[config.mk]
export PLATFORM = sky130hd
export DESIGN_NAME = ptg_pattern_gen_check
export DESIGN_NICKNAME = d
export VERILOG_FILES = /design/src/hdl/ptg_pattern_gen_check.v
export VERILOG_INCLUDE_DIRS = /design/src /design/src/hdl
export SDC_FILE = /design/constraint.sdc
export NUM_CORES = 1
export LEC_CHECK = 0
export BUFFER_PORTS_ARGS = -buffer_cell sky130_fd_sc_hd__buf_2
export CAP_MARGIN = 20
export CORE_MARGIN = 2
export CORE_UTILIZATION = 58
export CTS_BUF_LIST = sky130_fd_sc_hd__clkbuf_16
export CTS_CLUSTER_DIAMETER = 100
export DETAILED_ROUTE_END_ITERATION = 10
export PLACE_DENSITY = 0.81
export SYNTH_ARGS = -nofsm -noshare
export SYNTH_HDL_FRONTEND = slang
export SYNTH_SLANG_ARGS = --single-unit
[constraint.sdc]
create_clock -name sys_clk -period 12.41 [get_ports sys_clk]
set_input_delay 0.6205 -clock sys_clk [delete_from_list [all_inputs] [get_ports sys_clk]]
set_output_delay 0.6205 -clock sys_clk [all_outputs]
set_load 0.01 [all_outputs]
[src/hdl/ptg_map.vh]
// constants for the pcs test pattern generator and checker
`ifndef PTG_MAP_VH
`define PTG_MAP_VH
`define PTG_USR_W        64
`define PTG_BLK_W        128
`define PTG_SEED_W       58
`define PTG_SEED_PART_W  16
`define PTG_VERR_W       32
`define PTG_SERR_W       16
`define PTG_SQPW_W       8
`define PTG_SQPW_RST     8'h04
`define PTG_PRBS_TAP_A   30
`define PTG_PRBS_TAP_B   27
`define PTG_PRBS_SYNC_N  6'h20
`define PTG_PRBS_TAPS    3
`endif

[src/hdl/ptg_pattern_gen_check.v]
// pcs test pattern generator and checker, one bit per clock on the serial line
//
// Operation
// - offers square, seeded pseudo-random, prbs31 and 64-bit static user pattern
// - both error counters saturate and clear on read
// - second 32-bit error counter exposed as low and high halves
// - square wave sent when select and generator enable both set and user pattern enable is clear
// - square half period follows square period register in bit times
// - no checker and no error counting for square wave
// - select cleared gives pseudo-random pattern
// - data select cleared: revolving four blocks of 128 bits
// - blocks scrambled from seed a, not seed a, seed b, not seed b
// - generator runs only when enabled; random analyzer only when analyzer enabled, user analyzer follows generator enable
// - pseudo-random errors count once per errored block
// - prbs31 ability flag reads one after reset
// - prbs31 generator and checker have separate enables
// - prbs31 checker adds one per mismatch, on arrival and at each of its two taps, three per flip
// - user pattern enable plus generator enable runs user generator and analyzer
`default_nettype none
`include "ptg_map.vh"
module ptg_pattern_gen_check #(
    parameter SQPW_W = `PTG_SQPW_W,
    parameter SEED_W = `PTG_SEED_W
) (
    // clock and reset
    input  wire                   sys_clk,
    input  wire                   rstn,
    // control
    input  wire                   square_wave_select,
    input  wire                   pattern_generator_enable,
    input  wire                   pattern_analyzer_enable,
    input  wire [SQPW_W-1:0]      square_period_bits,
    input  wire                   random_data_mode_select,
    input  wire [SEED_W-1:0]      scrambler_seed_a,
    input  wire [SEED_W-1:0]      scrambler_seed_b,
    input  wire                   long_prbs_generator_enable,
    input  wire                   long_prbs_checker_enable,
    input  wire [63:0]            static_user_pattern,
    input  wire                   static_user_pattern_enable,
    // counter read strobes, one cycle each
    input  wire                   std_count_read,
    input  wire                   vendor_count_read,
    // serial line
    output reg                    tx_bit,
    input  wire                   rx_bit,
    // status
    output reg  [15:0]            std_test_error_count,
    output reg  [15:0]            vendor_error_count_low,
    output reg  [15:0]            vendor_error_count_high,
    output reg                    long_prbs_ability_flag,
    output reg                    long_prbs_locked
);
    localparam M_OFF = 3'h0, M_SQ = 3'h1, M_RND = 3'h2, M_PRBS = 3'h3, M_USR = 3'h4;

    reg         rst_s1_q, rst_s2_q;
    wire        rst_n = rst_s2_q;

    always @(posedge sys_clk or negedge rstn) begin
        if (!rstn) begin
            rst_s1_q <= 1'b0;
            rst_s2_q <= 1'b0;
        end else begin
            rst_s1_q <= 1'b1;
            rst_s2_q <= rst_s1_q;
        end
    end

    // scrambler step, x^58 + x^39 + 1, self-synchronous form
    function [SEED_W:0] scr_step;
        input [SEED_W-1:0] st;
        input              din;
        reg                o;
        begin
            o = din ^ st[38] ^ st[57];
            scr_step = {o, st[SEED_W-2:0], o};
        end
    endfunction

    // prbs31 feedback bit
    function prbs_fb;
        input [30:0] st;
        begin
            prbs_fb = st[`PTG_PRBS_TAP_A] ^ st[`PTG_PRBS_TAP_B];
        end
    endfunction

    // generator mode; the square/random pattern outranks prbs31
    reg  [2:0] tx_mode;
    always @* begin
        tx_mode = M_OFF;
        if (pattern_generator_enable && static_user_pattern_enable)
            tx_mode = M_USR;
        else if (pattern_generator_enable && square_wave_select)
            tx_mode = M_SQ;
        else if (pattern_generator_enable)
            tx_mode = M_RND;
        else if (long_prbs_generator_enable)
            tx_mode = M_PRBS;
    end

    // ---------------- transmit ----------------
    reg [SQPW_W-1:0] sq_cnt_q;
    reg              sq_lvl_q;
    reg [SEED_W-1:0] scr_q;
    reg [6:0]        blk_pos_q;
    reg [1:0]        blk_idx_q;
    reg [30:0]       prbs_q;
    reg [5:0]        usr_pos_q;
    reg [SEED_W:0]   scr_nx;
    reg [SEED_W-1:0] seed_nx;
    reg              tx_d;

    // seed for the block with index i
    function [SEED_W-1:0] seed_sel;
        input [1:0] i;
        begin
            case (i)
                2'd0:    seed_sel = scrambler_seed_a;
                2'd1:    seed_sel = ~scrambler_seed_a;
                2'd2:    seed_sel = scrambler_seed_b;
                default: seed_sel = ~scrambler_seed_b;
            endcase
        end
    endfunction

    always @* begin
        scr_nx  = scr_step(scr_q, 1'b0);
        seed_nx = seed_sel(blk_idx_q + 2'd1);
        case (tx_mode)
            M_SQ:    tx_d = sq_lvl_q;
            M_RND:   tx_d = scr_nx[SEED_W];
            M_PRBS:  tx_d = prbs_fb(prbs_q);
            M_USR:   tx_d = static_user_pattern[usr_pos_q];
            default: tx_d = 1'b0;
        endcase
    end

    always @(posedge sys_clk or negedge rst_n) begin
        if (!rst_n) begin
            sq_cnt_q  <= {SQPW_W{1'b0}};
            sq_lvl_q  <= 1'b0;
            scr_q     <= {SEED_W{1'b0}};
            blk_pos_q <= 7'h00;
            blk_idx_q <= 2'd0;
            prbs_q    <= 31'h7FFF_FFFF;
            usr_pos_q <= 6'h00;
            tx_bit    <= 1'b0;
        end else begin
            tx_bit <= tx_d;
            // square: level flips every square_period_bits bit times
            if (tx_mode == M_SQ) begin
                if (sq_cnt_q + 1'b1 >= square_period_bits) begin
                    sq_cnt_q <= {SQPW_W{1'b0}};
                    sq_lvl_q <= ~sq_lvl_q;
                end else begin
                    sq_cnt_q <= sq_cnt_q + 1'b1;
                end
            end else begin
                sq_cnt_q <= {SQPW_W{1'b0}};
                sq_lvl_q <= 1'b1;
            end
            if (tx_mode == M_RND) begin
                blk_pos_q <= blk_pos_q + 7'h01;
                if (!random_data_mode_select && blk_pos_q == 7'h7F) begin
                    blk_idx_q <= blk_idx_q + 2'd1;
                    scr_q     <= seed_nx;
                end else begin
                    scr_q <= scr_nx[SEED_W-1:0];
                end
            end else begin
                blk_pos_q <= 7'h00;
                blk_idx_q <= 2'd0;
                scr_q     <= scrambler_seed_a;
            end
            if (tx_mode == M_PRBS)
                prbs_q <= {prbs_q[29:0], prbs_fb(prbs_q)};
            usr_pos_q <= (tx_mode == M_USR) ? usr_pos_q + 6'h01 : 6'h00;
        end
    end

    // ---------------- receive ----------------
    // random check: local scrambler restarts from the same seeds, aligned by block index
    // trade-off: alignment assumes the far end started its pattern with ours
    wire rnd_chk = pattern_analyzer_enable && !square_wave_select
                   && !static_user_pattern_enable;
    wire usr_chk = pattern_generator_enable && static_user_pattern_enable;
    reg  [SEED_W-1:0] rscr_q;
    reg  [6:0]        rpos_q;
    reg  [1:0]        ridx_q;
    reg               blk_err_q;
    // user analyzer compares each bit with the one received 64 bit times earlier,
    // so it needs no alignment to the far end; a wrong but 64-periodic pattern passes
    reg  [6:0]        rusr_q;
    reg  [63:0]       rhist_q;
    reg  [30:0]       rprbs_q;
    reg  [5:0]        sync_q;
    reg  [SEED_W:0]   rscr_nx;
    reg               blk_end;
    reg               usr_err;
    reg  [1:0]        prbs_err;

    always @* begin
        rscr_nx  = scr_step(rscr_q, 1'b0);
        blk_end  = rnd_chk && (rpos_q == 7'h7F) && (blk_err_q || rscr_nx[SEED_W] != rx_bit);
        usr_err  = usr_chk && (rusr_q == 7'h7F) && (rhist_q[63] != rx_bit);
        prbs_err = 2'd0;
        if (long_prbs_checker_enable && long_prbs_locked
            && (prbs_fb(rprbs_q) != rx_bit))
            // one per mismatch: a flipped bit mismatches on arrival and at both taps
            prbs_err = 2'd1;
    end

    always @(posedge sys_clk or negedge rst_n) begin
        if (!rst_n) begin
            rscr_q           <= {SEED_W{1'b0}};
            rpos_q           <= 7'h00;
            ridx_q           <= 2'd0;
            blk_err_q        <= 1'b0;
            rusr_q           <= 7'h00;
            rhist_q          <= 64'h0000_0000_0000_0000;
            rprbs_q          <= 31'h0000_0000;
            sync_q           <= 6'h00;
            long_prbs_locked <= 1'b0;
        end else begin
            if (rnd_chk) begin
                rpos_q <= rpos_q + 7'h01;
                if (rpos_q == 7'h7F) begin
                    blk_err_q <= 1'b0;
                    ridx_q    <= ridx_q + 2'd1;
                    rscr_q    <= random_data_mode_select ? rscr_nx[SEED_W-1:0]
                                                         : seed_sel(ridx_q + 2'd1);
                end else begin
                    blk_err_q <= blk_err_q | (rscr_nx[SEED_W] != rx_bit);
                    rscr_q    <= rscr_nx[SEED_W-1:0];
                end
            end else begin
                rpos_q    <= 7'h00;
                ridx_q    <= 2'd0;
                blk_err_q <= 1'b0;
                rscr_q    <= scrambler_seed_a;
            end
            rhist_q <= {rhist_q[62:0], rx_bit};
            // wait 127 bits so the history holds only a settled line
            if (!usr_chk)
                rusr_q <= 7'h00;
            else if (rusr_q != 7'h7F)
                rusr_q <= rusr_q + 7'h01;
            // prbs checker loads received bits, locks after a clean run
            if (long_prbs_checker_enable) begin
                rprbs_q <= {rprbs_q[29:0], rx_bit};
                if (prbs_fb(rprbs_q) != rx_bit)
                    sync_q <= 6'h00;
                else if (sync_q != `PTG_PRBS_SYNC_N)
                    sync_q <= sync_q + 6'h01;
                if (sync_q == `PTG_PRBS_SYNC_N)
                    long_prbs_locked <= 1'b1;
            end else begin
                sync_q           <= 6'h00;
                long_prbs_locked <= 1'b0;
            end
        end
    end

    // ---------------- counters ----------------
    // read clears, but an error in the read cycle is kept as the new count
    function [15:0] sat16;
        input [15:0] c;
        input [1:0]  inc;
        reg   [16:0] s;
        begin
            s = {1'b0, c} + {15'h0000, inc};
            sat16 = s[16] ? 16'hFFFF : s[15:0];
        end
    endfunction

    wire [1:0]  std_inc = blk_end ? 2'd1 : {1'b0, usr_err};
    wire [31:0] vcnt    = {vendor_error_count_high, vendor_error_count_low};
    wire [32:0] vsum    = {1'b0, vcnt} + {31'h0000_0000, prbs_err | std_inc};
    wire [31:0] vnext   = vsum[32] ? 32'hFFFF_FFFF : vsum[31:0];
    wire [31:0] vclr    = {30'h0000_0000, prbs_err | std_inc};

    always @(posedge sys_clk or negedge rst_n) begin
        if (!rst_n) begin
            std_test_error_count    <= 16'h0000;
            vendor_error_count_low  <= 16'h0000;
            vendor_error_count_high <= 16'h0000;
            long_prbs_ability_flag  <= 1'b1;
        end else begin
            long_prbs_ability_flag <= 1'b1;
            if (std_count_read)
                std_test_error_count <= {14'h0000, prbs_err | std_inc};
            else
                std_test_error_count <= sat16(std_test_error_count, prbs_err | std_inc);
            if (vendor_count_read)
                {vendor_error_count_high, vendor_error_count_low} <= vclr;
            else
                {vendor_error_count_high, vendor_error_count_low} <= vnext;
        end
    end
endmodule // ptg_pattern_gen_check
`default_nettype wire

# Word level (Yosys, flattened, before mapping)
# Index checks and enable logic that the tools add are counted.
[totals]
regBits = 341
inputBits = 200
out_inout_bits = 51
wordCells = 124
[classes]
add_sub_neg = 10
magnitude_cmp = 2
n_eq_ne = 23
n_mux = 41
bitwise = 9
reduce_logical = 17
[ops]
columns = ["cell", "n"]
rows = [
  ["one-hot mux 58 bit (3 select lines)", 2],
  ["2-to-1 mux 58 bit", 5],
  ["inverter 58 bit", 2],
  ["2-to-1 mux 16 bit", 4],
  ["adder 32 x 2 -> 33 bit", 1],
  ["2-to-1 mux 32 bit", 1],
  ["2-to-1 mux 7 bit", 4],
  ["2-to-1 mux 6 bit", 4],
  ["adder 7 x 1 -> 7 bit, second input constant", 3],
  ["equality test 7 bit, second input constant", 3],
  ["adder 16 x 2 -> 17 bit", 1],
  ["2-to-1 mux 8 bit", 2],
  ["2-to-1 mux 2 bit", 7],
  ["adder 6 x 1 -> 6 bit, second input constant", 2],
  ["logical AND 1 bit", 11],
  ["!= test 2 x 1 -> 1 bit, second input constant", 5],
  ["2-to-1 mux 1 bit", 9],
  ["adder 8 x 1 -> 8 bit, second input constant", 1],
  ["greater-or-equal comparator 8 bit", 1],
  ["< comparator 6 x 7 -> 1 bit, second input constant", 1],
  ["!= test 7 bit, second input constant", 1],
  ["binary-select mux 1 bit (select 6 bit)", 1],
  ["equality test 3 x 2 -> 1 bit, second input constant", 2],
  ["equality test 6 bit, second input constant", 1],
  ["other kinds (17)", 28],
]

# Logic depth before layout (Yosys ltp)
# Gate-level depths: netlist of run 1.
[logic_depth]
word_depth = 10
mapped_depth = 13
depth_no_buf = 13

# Worst setup path after synthesis of run 1
# No wires, ideal clock.
[synth_timing]
kind = "reg-to-reg"
from = "register rusr_q[0]"
to = "register vendor_error_count_high[12]"
setup_ns = 0.136
t_arrival_ns = 2.761
slack_ns = 9.513
path_stages_with_launch = 14
period_less_slack_ns = 2.897
path_cell_list = "dfrtp_1 ha_1 and3_1 nand4_1 o32ai_1 a31oi_1 inv_1 ha_1 ha_1 nand3_1 or2_2 nor3_1 and3_1 nor3_1"
[synth_via]
elab_chain_cells = 8
[synth_rtl]
columns = ["element", "line", "text"]
rows = [
  ["start: declaration", "ptg_pattern_gen_check.v:193", "reg [6:0] rusr_q;"],
  ["start signal: assignment", "ptg_pattern_gen_check.v:247", "rusr_q <= rusr_q + 7'h01;"],
  ["equality test 7 bit", "ptg_pattern_gen_check.v:205", "usr_err = usr_chk && (rusr_q == 7'h7F) && (rhist_q[63] != rx_bit);"],
  ["logical AND 1 bit (2 in series)", "ptg_pattern_gen_check.v:205", ""],
  ["2-to-1 mux 1 bit", "ptg_pattern_gen_check.v:276", "wire [1:0] std_inc = blk_end ? 2'd1 : {1'b0, usr_err};"],
  ["bitwise OR 2 x 1 -> 2 bit", "ptg_pattern_gen_check.v:278", "wire [32:0] vsum = {1'b0, vcnt} + {31'h0000_0000, prbs_err | std_inc};"],
  ["adder 32 x 2 -> 33 bit", "ptg_pattern_gen_check.v:278", ""],
  ["2-to-1 mux 32 bit", "ptg_pattern_gen_check.v:279", "wire [31:0] vnext = vsum[32] ? 32'hFFFF_FFFF : vsum[31:0];"],
  ["2-to-1 mux 16 bit", "ptg_pattern_gen_check.v:294", "if (vendor_count_read)"],
  ["end signal: assignment", "ptg_pattern_gen_check.v:295", "{vendor_error_count_high, vendor_error_count_low} <= vclr;"],
  ["end signal: assignment", "ptg_pattern_gen_check.v:297", "{vendor_error_count_high, vendor_error_count_low} <= vnext;"],
  ["end: declaration", "ptg_pattern_gen_check.v:49", "output reg [15:0] vendor_error_count_high,"],
]
# Every way passes these cells.
# A chain may end at the register's enable or synchronous reset.

# Final worst setup path of run 1
[layout_timing]
from = "register rusr_q[0]"
to = "register vendor_error_count_low[0]"
[layout_via]
elab_chain_cells = 8
[layout_rtl]
columns = ["element", "line", "text"]
rows = [
  ["equality test 7 bit (*)", "ptg_pattern_gen_check.v:205", ""],
  ["logical AND 1 bit (*) (2 in series)", "ptg_pattern_gen_check.v:205", ""],
  ["2-to-1 mux 1 bit (*)", "ptg_pattern_gen_check.v:276", ""],
  ["bitwise OR 2 x 1 -> 2 bit (*)", "ptg_pattern_gen_check.v:278, ptg_pattern_gen_check.v:280", ""],
  ["adder 32 x 2 -> 33 bit", "ptg_pattern_gen_check.v:278", ""],
  ["2-to-1 mux 32 bit", "ptg_pattern_gen_check.v:279", ""],
  ["2-to-1 mux 16 bit (*)", "ptg_pattern_gen_check.v:294", ""],
  ["end signal: assignment", "ptg_pattern_gen_check.v:295", ""],
  ["end signal: assignment", "ptg_pattern_gen_check.v:297", ""],
  ["end: declaration", "ptg_pattern_gen_check.v:48", "output reg [15:0] vendor_error_count_low,"],
]
# Mark *: on every way between the ends. The rest lies on a longest branch, timed or not.

==> qor.csv, run 1 <==
stage;metric;value;unit
outcome;status;completed;
finish;Filler Cells Inserted;2187;
setup_path;reg2reg end;vendor_error_count_low[0];
clock_network;Sink Count;341;
synthesis;Synth cell types;54;
synthesis;Seq/Total Area, Yosys;48.7;%
drt;wire per inst;18.9;um
sta;total negative slack;0;ps
drt;vias per inst;6.13;
floorplanning;area of the core;29800;sq um
power_and_ir_drop;leakage;8.89;nW
synthesis;Yosys top cell by area;dfrtp_1;
finish;commonest non-fill, non-tap cells in the layout;309 x dfrtp_1, 249 x buf_2, 234 x a211oi_1;
worst_hold_path;Hold Path Stages;1;
clock_network;clk_lat worst skew;520;ps
synthesis;Mapped Cells;1688;
floorplanning;die span in y;178;um
grt;global-route wire length before repair;68800;um
setup_path;critical path endpoint category;flop;
sta;period utilization;31.5;%
drt;DRT Pass-1 Iters;5;
sta;Max-slew headroom;30.9;%
clock_network;clk slew on worst S/H paths;60;ps
place;DP Cell Count;2201;
sta;final hold vios;0;
drt;drt total wl;43100;um
floorplanning;die area;31800;sq um
setup_path;Crit Path Max Fanout;27;
setup_path;critical setup path kind;reg -> reg;
sta;Max Clock Skew;21.3;ps
sta;Final setup viols;0;
drt;DR vias;14000;
setup_path;Worst setup SP type;flop;
synthesis;Synth Cell Area;17600;sq um
setup_path;CP arrival;4310;ps
synthesis;asr flop ratio synth;100;%
grt;vias in the first global route;13700;
finish;post-route insts no fill;2281;
power_and_ir_drop;Power Density;130;nW/um^2
grt;GRT overflow;0;
finish;fraction of layout cells with a size suffix above 1;29.8;%
sta;Achievable Freq;0.256;GHz
sta;Slew @ Worst Pin;1040;ps
sta;RSZ-0062 raised after global routing;false;
power_and_ir_drop;maximum vdd drop;0.101;mV
setup_path;reg-to-reg critical path startpoint;rusr_q[0];
clock_network;Inserted Clock Buffers;37;
synthesis;synth top area cells;dfrtp_1 44%, mux2_2 12%, a211oi_1 10%;
finish;area grow syn2layout;14.9;%
worst_hold_path;HP Class;in -> reg;
synthesis;Most used DFF post-synth;dfrtp_1;
drt;Detailed Route Iter0 Violations;1139;
synthesis;syn avg cell area;10.4;sq um
worst_hold_path;hold path endpoint;rhist_q[0];
drt;Routed Antenna Nets;0;
clock_network;CTS tree;built;
drt;Remaining DRCs;0;
clock_network;root buffer cell;clkbuf_16;
clock_network;post-CTS resize count;0;
synthesis;top-area cell type share of the netlist area;44.0;%
worst_hold_path;Worst Hold Launch;rx_bit;
floorplanning;die width;178;um
grt;initial antenna violation count;12;
grt;total track usage;26.8;%
synthesis;Post-synth EDFFs;0;
clock_network;Max Buffers Root-to-Sink;3;
finish;Net count, final;2078;
finish;commonest non-fill, non-tap cell in the layout;dfrtp_1;
run;max cap viols;0;
floorplanning;# IOs;251;
place;PortBufs;249;
sta;Final min period;3910;ps
setup_path;Worst EP required;12820;ps
grt;largest net degree at the start of global routing;85;
floorplanning;# rows;63;
synthesis;#FFs+latches synth;341;
floorplanning;Starting Density;59.1;%
sta;final-report max-slew violation count;0;
setup_path;R2R Setup Slk;8500;ps
finish;final core occ;67.9;%
setup_path;R2R cell count;12;
clock_network;Setup Fix Bufs, Post-CTS;0;
clock_network;H-tree Lvls;2;
synthesis;Yosys Warn Count;0;
sta;WHS;301;ps
place;HPWL after detailed placement;26300;um
place;Placer Congestion;0.835;
Yosys cell counts, types with 4 or more instances:
library cell and number:
a211oi_1 234, nand2b_1 7, inv_1 22, dfstp_2 31, mux4_1 8, a31oi_1 6, dfrtp_1 310, buf_1 6
xor2_1 37, nor4_1 4, o21ai_1 35, xnor2_1 36, buf_2 22, and3_1 21, nor3_1 10, o21ai_0 91
mux2i_1 10, and2_1 7, nor2b_1 8, nand3_1 31, nand4_1 11, ha_1 27, mux2_2 183, nor2_1 55
and4_1 4, clkbuf_1 113, nand2_1 148, a21oi_1 169
critical path: stages (launching register included):
cell and delay, ps:
dfrtp_1 380, ha_1 200, and3_1 230, nand4_1 300, o32ai_1 360, a31oi_1 190, inv_1 210, ha_1 240
ha_1 250, nand3_1 180, nor3_4 310, nand2_1 590, a22oi_1 340
layer usage:
layer	vias up	track usage [%]	share of wire (%)
met5	-	0	0.11
met3	66	6.39	7.4
met2	456	45.2	48
met4	8	7.28	1.7
met1	6927	34.7	42
li1	6534	-	-
sequential cells by signal, indices dropped and copies added, names as in the netlist:
signal / flops
rpos_q: 7
blk_idx_q: 2
tx_bit: 1
rst_n: 1
rprbs_q: 31
ridx_q: 2
usr_pos_q: 6
sq_lvl_q: 1
std_test_error_count: 16
blk_pos_q: 7
prbs_q: 31
rscr_q: 58
rst_s1_q: 1
long_prbs_locked: 1
rusr_q: 7
vendor_error_count_low: 16
vendor_error_count_high: 16
scr_q: 58
sq_cnt_q: 8
blk_err_q: 1
rhist_q: 64
sync_q: 6
timing repair:
action / in CTS / in global routing
hold buffers: 1 / 0
endpoints found under the setup margin: 0 / 0
endpoints found under the hold margin: 2 / 0
power by group:
| part | switching (W) | internal [W] | total, W |
|---|---|---|---|
| Clock | 0.000450 | 0.000675 | 0.00113 |
| Sequential | 0.0000486 | 0.00121 | 0.00126 |
| Combinational | 0.000123 | 0.000131 | 0.000254 |
| Total | 0.000622 | 0.00202 | 0.00264 |
final cells by class:
class	instances	area (sq um)	area share, %
clock buffers	39	976	4.82
multi-input cells	1181	8430	41.7
well taps	390	488	2.41
clock inverters	29	272	1.34
inverters	22	82.6	0.408
flip-flops and latches	341	8580	42.4
diodes	11	27.5	0.136
repair buffers	268	1390	6.87
stage by stage:
stage | cell area (sq um) | power, W | setup slack (ps)
floorplan | 17600 | 0.00144 | 2260
finish | 20200 | 0.00264 | 8500
global placement | 19000 | 0.00151 | 8650
detailed placement | 19000 | 0.00153 | 8520
global route | 20200 | 0.00275 | 8100
CTS | 20200 | 0.00266 | 8510
cells by family after synthesis:
family / Yosys count / share of synthesized area (%)
adder cells (fa/ha/maj): 27 / 1.92
XOR/XNOR: 73 / 3.63
AND/OR/NAND/NOR: 321 / 8.67
multiplexers: 204 / 13.8
flip-flops: 341 / 48.7
AO/OA/AOI/OAI: 554 / 19.4
other: 1 / 0.0213
buffers and inverters: 167 / 3.82
worst max-delay path by stage:
stage,start,end,slack [ps],cells past startpoint
4_1_cts,rusr_q[0],vendor_error_count_low[11],8510,12
3_5_place_dp,static_user_pattern_enable,vendor_error_count_low[11],8520,13
6_report,rusr_q[0],vendor_error_count_low[0],8500,12
5_1_grt,rusr_q[0],vendor_error_count_low[0],8100,12
3_3_place_gp,static_user_pattern_enable,vendor_error_count_low[0],8650,13
2_1_floorplan,rst_n,blk_err_q,2260,0
No activity file was read; power rests on OpenSTA's default activity.
==> run 2, diff against run 1 <==
--- a/config.mk
+++ b/config.mk
@@ -6,6 +6,7 @@
 export SDC_FILE = /design/constraint.sdc
 export NUM_CORES = 1
 export LEC_CHECK = 0
+export ABC_AREA = 1
 export BUFFER_PORTS_ARGS = -buffer_cell sky130_fd_sc_hd__buf_2
 export CAP_MARGIN = 20
 export CORE_MARGIN = 2
==> constraint.sdc (replaced) <==
create_clock -name sys_clk -period 4 [get_ports sys_clk]
set_input_delay 0.2 -clock sys_clk [delete_from_list [all_inputs] [get_ports sys_clk]]
set_output_delay 0.2 -clock sys_clk [all_outputs]
set_load 0.01 [all_outputs]
==> run 2 against run 1 <==
Net effect: the flow now finishes with violations (design-rule violations); wire length up 12%; first-iteration DRC count increased by 22%; worst hold slack worse by 280 ps; register-to-register slack got worse by 7900 ps; clock skew shrank 8.5 ps; utilization up 0.18 points; via count is 18% higher; worst setup slack worse by 7900 ps; clock power grew to 2.8 times the previous value; largest cell class unchanged.
==> qor.csv, run 2 <==
stage;metric;value;unit;change
sta;Final setup viols;0;;unchanged
synthesis;top-area cell type share of the netlist area;44.0;%;about the same
worst_hold_path;HP Class;in -> reg;;unchanged
synthesis;Yosys Warn Count;0;;unchanged
place;HPWL after detailed placement;30400;um;was 26300 um
setup_path;Worst EP required;4400;ps;was 12820 ps
run;max cap viols;0;;unchanged
synthesis;Mapped Cells;2172;;was 1688
setup_path;CP peak stage delay;370;ps;was 590 ps
finish;Net count, final;2591;;was 2078
sta;final-report max-slew violation count;0;;unchanged
drt;vias per inst;5.92;;was 6.13
floorplanning;die width;178;um;about the same
synthesis;Synth Cell Area;17600;sq um;about the same
synthesis;#FFs+latches synth;341;;unchanged
setup_path;CP arrival;3770;ps;was 4310 ps
finish;Filler Cells Inserted;2398;;was 2187
setup_path;reg-to-reg critical path startpoint;rpos_q[0];;was rusr_q[0]
place;pre-CTS setup slack;670;ps;was 8520 ps
clock_network;H-tree Lvls;2;;unchanged
worst_hold_path;Worst Hold Launch;scrambler_seed_a[32];;was rx_bit
finish;commonest non-fill, non-tap cell in the layout;nand2_1;;was dfrtp_1
place;DP Cell Count;2712;;was 2201
setup_path;critical setup path kind;reg -> reg;;unchanged
synthesis;synth top area cells;dfrtp_1 44%, nand2_1 9.3%, o21ai_0 7.6%;;was dfrtp_1 44%, mux2_2 12%, a211oi_1 10%
clock_network;Sink Count;341;;unchanged
sta;Max-slew headroom;24.6;%;was 30.9%
place;PortBufs;249;;unchanged
grt;global-route wire length before repair;77700;um;was 68800 um
finish;largest register by flop count;rhist_q;;unchanged
drt;DRT Pass-1 Iters;9;;was 5
drt;Routed Antenna Nets;0;;unchanged
grt;largest net degree at the start of global routing;184;;was 85
grt;total track usage;30.3;%;was 26.8%
finish;area grow syn2layout;15.1;%;was 14.9%
outcome;status;finished with violations;;was completed
clock_network;clk slew on worst S/H paths;60;ps;about the same
drt;Remaining DRCs;1;;was 0
power_and_ir_drop;Power Density;377;nW/um^2;was 130 nW/um^2
synthesis;syn avg cell area;8.12;sq um;was 10.4 sq um
synthesis;Most used DFF post-synth;dfrtp_1;;unchanged
floorplanning;area of the core;29800;sq um;unchanged
sta;WHS;18.7;ps;was 301 ps
synthesis;Synth cell types;44;;was 54
worst_hold_path;Hold Path Stages;3;;was 1
setup_path;reg2reg end;vendor_error_count_high[12];;was vendor_error_count_low[0]
finish;final core occ;68.1;%;was 67.9%
synthesis;top-count cell post-synth;nand2_1;;was dfrtp_1
setup_path;Worst setup SP type;flop;;unchanged
setup_path;Worst path most repeated cell;nand2_1;;was ha_1
finish;post-route insts no fill;2787;;was 2281
power_and_ir_drop;leakage;9.68;nW;was 8.89 nW
clock_network;clk_lat worst skew;510;ps;was 520 ps
sta;total negative slack;0;ps;unchanged
sta;final hold vios;0;;unchanged
clock_network;post-CTS resize count;0;;unchanged
synthesis;Seq/Total Area, Yosys;48.6;%;was 48.7%
floorplanning;die area;31800;sq um;about the same
drt;drt total wl;48300;um;was 43100 um
clock_network;Inserted Clock Buffers;35;;was 37
synthesis;Commonest cells post-synth;437 x nand2_1, 310 x dfrtp_1, 268 x o21ai_0, 251 x inv_1, 155 x a21oi_1;;was 310 x dfrtp_1, 234 x a211oi_1, 183 x mux2_2, 169 x a21oi_1, 148 x nand2_1
drt;DR vias;16500;;was 14000
sta;period utilization;84.3;%;was 31.5%
floorplanning;Starting Density;59.2;%;was 59.1%
sta;final setup margin;628;ps;was 8500 ps
finish;commonest non-fill, non-tap cells in the layout;437 x nand2_1, 309 x dfrtp_1, 268 x o21ai_0;;was 309 x dfrtp_1, 249 x buf_2, 234 x a211oi_1
drt;wire per inst;17.3;um;was 18.9 um
outcome;failing checks;design-rule violations;;
synthesis;Yosys top cell by area;dfrtp_1;;unchanged
grt;vias in the first global route;15900;;was 13700
setup_path;R2R Setup Slk;630;ps;was 8500 ps
setup_path;critical path endpoint category;flop;;unchanged
finish;max reg flops;64;;unchanged
drt;Detailed Route Iter0 Violations;1393;;was 1139
sta;RSZ-0062 raised after global routing;false;;unchanged
sta;Max Clock Skew;12.7;ps;was 21.3 ps
setup_path;crit path buf inv count;2;;was 1
clock_network;CTS tree;built;;unchanged
finish;fraction of layout cells with a size suffix above 1;16.7;%;was 29.8%
setup_path;slowest stage cell, crit path;dfrtp_1;;was nand2_1
floorplanning;die span in y;178;um;about the same
clock_network;root buffer cell;clkbuf_16;;unchanged
sta;Achievable Freq;0.297;GHz;was 0.256 GHz
setup_path;Crit Path Max Fanout;5;;was 27
clock_network;Max Buffers Root-to-Sink;3;;unchanged
setup_path;R2R cell count;20;;was 12
setup_path;Crit path max-delay family;simple AND/OR/NAND/NOR gates;;unchanged
sta;Slew @ Worst Pin;1130;ps;was 1040 ps
finish;Regs by FF count;rhist_q: 64 flops, rscr_q: 58 flops, scr_q: 58 flops;;unchanged
place;Placer Congestion;0.886;;was 0.835
floorplanning;# IOs;251;;unchanged
synthesis;Post-synth EDFFs;0;;unchanged
setup_path;CP Cell Sequence;ha_1, nand2_1, nor2_1, nand2_1, inv_2, nand3_2, nor2_1, nand2_1, nand3_1, ha_1, ha_1, nand3_2, nor2_2, nand3b_2, nor2_2, nand2_2, o21ai_0, nand2_1, o21ai_1, inv_1;;was ha_1, and3_1, nand4_1, o32ai_1, a31oi_1, inv_1, ha_1, ha_1, nand3_1, nor3_4, nand2_1, a22oi_1
grt;initial antenna violation count;8;;was 12
power_and_ir_drop;maximum vdd drop;0.257;mV;was 0.101 mV
grt;GRT overflow;0;;unchanged
floorplanning;# rows;63;;unchanged
sta;Final min period;3370;ps;was 3910 ps
synthesis;asr flop ratio synth;100;%;unchanged
worst_hold_path;hold path endpoint;rscr_q[32];;was rhist_q[0]
[run 2: changes by cell type in the layout (fill, tap and decap cells not counted), sizes merged, moves of 44 or more]
| cell | before | now |
|---|---|---|
| o21ai | 126 | 292 |
| nor2 | 55 | 99 |
| a221oi | 0 | 58 |
| mux2 | 183 | 0 |
| o22ai | 1 | 112 |
| nand2 | 148 | 438 |
| a211oi | 234 | 3 |
| inv | 33 | 265 |
| o211ai | 1 | 58 |
| nand3 | 31 | 84 |
[run 2: how the worst max path moves through the flow]
stage | slack (ps) | endpoint | from | cells after the start
after global placement | 870 | vendor_error_count_high[12] | rpos_q[0] | 20
after CTS | 650 | vendor_error_count_high[12] | rpos_q[0] | 20
final | 630 | vendor_error_count_high[12] | rpos_q[0] | 20
after floorplan | 640 | blk_err_q | rst_n | 0
after detailed placement | 670 | vendor_error_count_high[12] | rpos_q[0] | 20
after global routing | 270 | vendor_error_count_high[9] | rpos_q[0] | 21
[run 2: metal layers]
layer  wire length, um  track usage, %  vias to the layer above
li1                  -               -                     7775
met1             20000            40.0                     7799
met3              4250            5.29                      126
met2             22700            50.3                      796
met4              1270            11.2                        4
met5                22               0                        -
[run 2: cell families (layout without fill, tap and decap cells)]
group / Yosys count / after routing / share of synthesized area [%]
fa+ha+maj: 27 / 27 / 1.92
flops: 341 / 341 / 48.6
buf+inv: 390 / 607 / 8.63
other cells: 1 / 9 / 0.0213
simple gates: 689 / 689 / 16.4
compound gates: 685 / 685 / 22.5
xor+xnor: 39 / 39 / 1.94
[run 2: timing repair]
action                                  4_1_cts  5_1_grt
endpoints found under the setup margin        0        0
hold buffers                                  5        0
hold endpoints to repair                      5        0
buffers inserted                              0        0
[run 2: worst reg2reg max path: cells and delay by family (launching register included)]
kind / cells / cell delay (ps)
buffers and inverters: 2 / 130
flip-flops: 1 / 370
adder cells (fa/ha/maj): 3 / 620
AND/OR/NAND/NOR: 13 / 1850
AO/OA/AOI/OAI: 2 / 290
[run 2: final cells by class]
class / instances / area [sq um] / area share [%]
Multi-Input combinational cell: 1442 / 7570 / 37.3
Tap cell: 390 / 488 / 2.40
Clock buffer: 37 / 926 / 4.56
Clock inverter: 26 / 198 / 0.974
Inverter: 261 / 980 / 4.83
Sequential cell: 341 / 8580 / 42.2
Timing Repair Buffer: 283 / 1540 / 7.58
Antenna cell: 7 / 17.5 / 0.0863
[run 2: power by group]
group          internal, W  switching [W]  leakage [nW]
clock              0.00187        0.00135         0.571
combinational     0.000265       0.000426          4.87
sequential         0.00366      0.0000852          4.24
[run 2: stage by stage]
step / cell area, sq um / total power (W)
global route: 20300 / 0.00797
global placement: 19100 / 0.00445
floorplan: 17600 / 0.00421
finish: 20300 / 0.00766
detailed placement: 19100 / 0.00448
CTS: 20300 / 0.00770
==> run 3, diff against run 2 <==
==> constraint.sdc (replaced) <==
create_clock -name sys_clk -period 3.2 [get_ports sys_clk]
set_input_delay 0.16 -clock sys_clk [delete_from_list [all_inputs] [get_ports sys_clk]]
set_output_delay 0.16 -clock sys_clk [all_outputs]
set_load 0.01 [all_outputs]
==> run 3 against run 2 <==
Net effect: the run ends with negative hold slack left; first-iteration DRC count up 19%; largest power group unchanged; non-clock buffer count up 83; sequential share of layout area down 1.9 points; utilization up 3.2 points; critical path type unchanged; clock power up 21%; combinational power up 37%; register-to-register slack worse by 340 ps; die area unchanged; critical endpoint is now std_test_error_count[14].
==> qor.csv, run 3 (synthesized netlist as in run 2, its figures left out) <==
stage;metric;value;unit;change
setup_path;reg-to-reg critical path startpoint;rpos_q[0];;unchanged
clock_network;clk slew on worst S/H paths;60;ps;about the same
finish;post-route insts no fill;2869;;was 2787
drt;wire per inst;17.3;um;about the same
setup_path;critical path endpoint category;flop;;unchanged
floorplanning;# rows;63;;unchanged
grt;GRT overflow;0;;unchanged
sta;WHS;-3.75;ps;was 18.7 ps
outcome;status;finished with violations;;unchanged
floorplanning;# IOs;251;;unchanged
worst_hold_path;HP Class;in -> reg;;unchanged
clock_network;Sink Count;341;;unchanged
sta;Max Clock Skew;9.69;ps;was 12.7 ps
setup_path;R2R Setup Slk;290;ps;was 630 ps
clock_network;Max Buffers Root-to-Sink;3;;unchanged
setup_path;critical setup path kind;reg -> reg;;unchanged
finish;commonest non-fill, non-tap cell in the layout;nand2_1;;unchanged
worst_hold_path;Worst Hold Launch;scrambler_seed_b[46];;was scrambler_seed_a[32]
outcome;failing checks;negative hold slack;;was design-rule violations
drt;DR vias;17000;;was 16500
sta;Max-slew headroom;37.8;%;was 24.6%
grt;total track usage;31.1;%;was 30.3%
sta;Final setup viols;0;;unchanged
grt;vias in the first global route;16300;;was 15900
drt;Detailed Route Iter0 Violations;1656;;was 1393
clock_network;H-tree Lvls;2;;unchanged
drt;drt total wl;49600;um;was 48300 um
finish;Filler Cells Inserted;2250;;was 2398
finish;commonest non-fill, non-tap cells in the layout;437 x nand2_1, 309 x dfrtp_1, 267 x o21ai_0;;was 437 x nand2_1, 309 x dfrtp_1, 268 x o21ai_0
sta;RSZ-0062 raised after global routing;false;;unchanged
grt;largest net degree at the start of global routing;72;;was 184
finish;largest register by flop count;rhist_q;;unchanged
sta;Slew @ Worst Pin;933;ps;was 1130 ps
clock_network;root buffer cell;clkbuf_16;;unchanged
finish;Net count, final;2675;;was 2591
place;PortBufs;249;;unchanged
finish;max reg flops;64;;unchanged
power_and_ir_drop;total power;0.00955;W;was 0.00766 W
sta;final hold vios;1;;was 0
drt;Remaining DRCs;0;;was 1
sta;period utilization;91.0;%;was 84.3%
clock_network;clk_lat worst skew;510;ps;about the same
sta;final-report max-slew violation count;0;;unchanged
finish;area grow syn2layout;20.5;%;was 15.1%
drt;vias per inst;5.92;;about the same
place;DP Cell Count;2727;;was 2712
floorplanning;area of the core;29800;sq um;unchanged
floorplanning;die width;178;um;unchanged
place;Placer Congestion;0.889;;was 0.886
run;max cap viols;0;;unchanged
setup_path;Worst setup SP type;flop;;unchanged
floorplanning;die span in y;178;um;unchanged
sta;Final min period;2910;ps;was 3370 ps
grt;initial antenna violation count;4;;was 8
clock_network;Inserted Clock Buffers;36;;was 35
drt;Routed Antenna Nets;0;;unchanged
sta;Achievable Freq;0.343;GHz;was 0.297 GHz
finish;fraction of layout cells with a size suffix above 1;16.9;%;was 16.7%
floorplanning;die area;31800;sq um;unchanged
setup_path;CP startpoint;rpos_q[0];;unchanged
drt;DRT Pass-1 Iters;8;;was 9
setup_path;Worst EP required;3590;ps;was 4400 ps
power_and_ir_drop;leakage;10.2;nW;was 9.68 nW
finish;Regs by FF count;rhist_q: 64 flops, rscr_q: 58 flops, scr_q: 58 flops;;unchanged
power_and_ir_drop;Power Density;449;nW/um^2;was 377 nW/um^2
setup_path;Crit Path Max Fanout;7;;was 5
place;HPWL after detailed placement;30900;um;was 30400 um
clock_network;CTS tree;built;;unchanged
grt;global-route wire length before repair;80300;um;was 77700 um
floorplanning;Starting Density;59.2;%;unchanged
setup_path;CP arrival;3300;ps;was 3770 ps
power_and_ir_drop;maximum vdd drop;0.287;mV;was 0.257 mV
-- run 3: cell types whose count changed in the layout (fill, tap and decap cells not counted), sizes merged --
cell,previous run,this run
buf,278,295
clkinvlp,1,0
dlygate4sd3,5,71
clkbuf,37,39
clkinv,18,12
bufinv,3,1
inv,265,273
diode,7,5
-- run 3: per-layer routing --
metal  wire length, um  part of all wire (%)  GRT usage [%]
met1             19700                    40           40.6
met2             23800                    48           52.6
met3              4660                   9.4           4.82
met4              1440                   2.9           11.3
met5                 0                     0              0
-- run 3: metrics by stage --
step | cell area [sq um] | worst slack (ps) | utilization, % | setup TNS (ps)
2_1_floorplan | 17600 | -156 | - | -47960
3_3_place_gp | 19400 | 262 | 65.0 | 0
3_5_place_dp | 19400 | 117 | 65.0 | 0
4_1_cts | 21200 | 97.5 | 71.0 | 0
5_1_grt | 21200 | 25.4 | 71.3 | 0
6_report | 21300 | 288 | 71.3 | 0
-- run 3: timing repair --
action | 4_1_cts | 5_1_grt
setup buffers | 0 | 2
resized for setup | 0 | 13
endpoints found under the hold margin | 80 | 0
setup endpoints to repair | 0 | 42
hold buffers | 71 | 0
-- run 3: critical path: stages, from the launching register on --
cell,delay [ps]
dfrtp_1,370
ha_1,180
nand2_1,80
nor2_2,100
nand2_1,70
inv_2,70
nand3_2,130
nor2_2,130
nand2_1,100
nand3_2,100
buf_4,140
ha_1,140
nand2_1,110
nor2_2,180
nand3_2,200
nor3_1,290
xor2_1,100
o21ai_0,220
inv_1,80
-- run 3: where the power goes --
group	internal [W]	total, W	switching [W]
Clock	0.00226	0.00391	0.00165
Sequential	0.00458	0.00470	0.000117
Combinational	0.000400	0.000945	0.000545
Total	0.00724	0.00955	0.00231
-- run 3: cell type report --
cell class                 instances  area [sq um]  area share [%]
multi-input combinational       1442          7630            35.9
clock inverter                    25           125           0.589
timing repair buffer             366          2460            11.6
antenna                            5          12.5          0.0589
inverter                         261           980            4.61
tap                              390           488            2.30
clock buffer                      39           976            4.59
sequential                       341          8580            40.4
-- run 3: worst paths after layout --
check / end / cells after the start
max: std_test_error_count[14] / 18
max in group asynchronous: scr_q[23] / 1
min reg2reg: rhist_q[30] / 0
max reg2reg: std_test_error_count[14] / 18
min: scr_q[46] / 4
min in group asynchronous: rhist_q[14] / 0
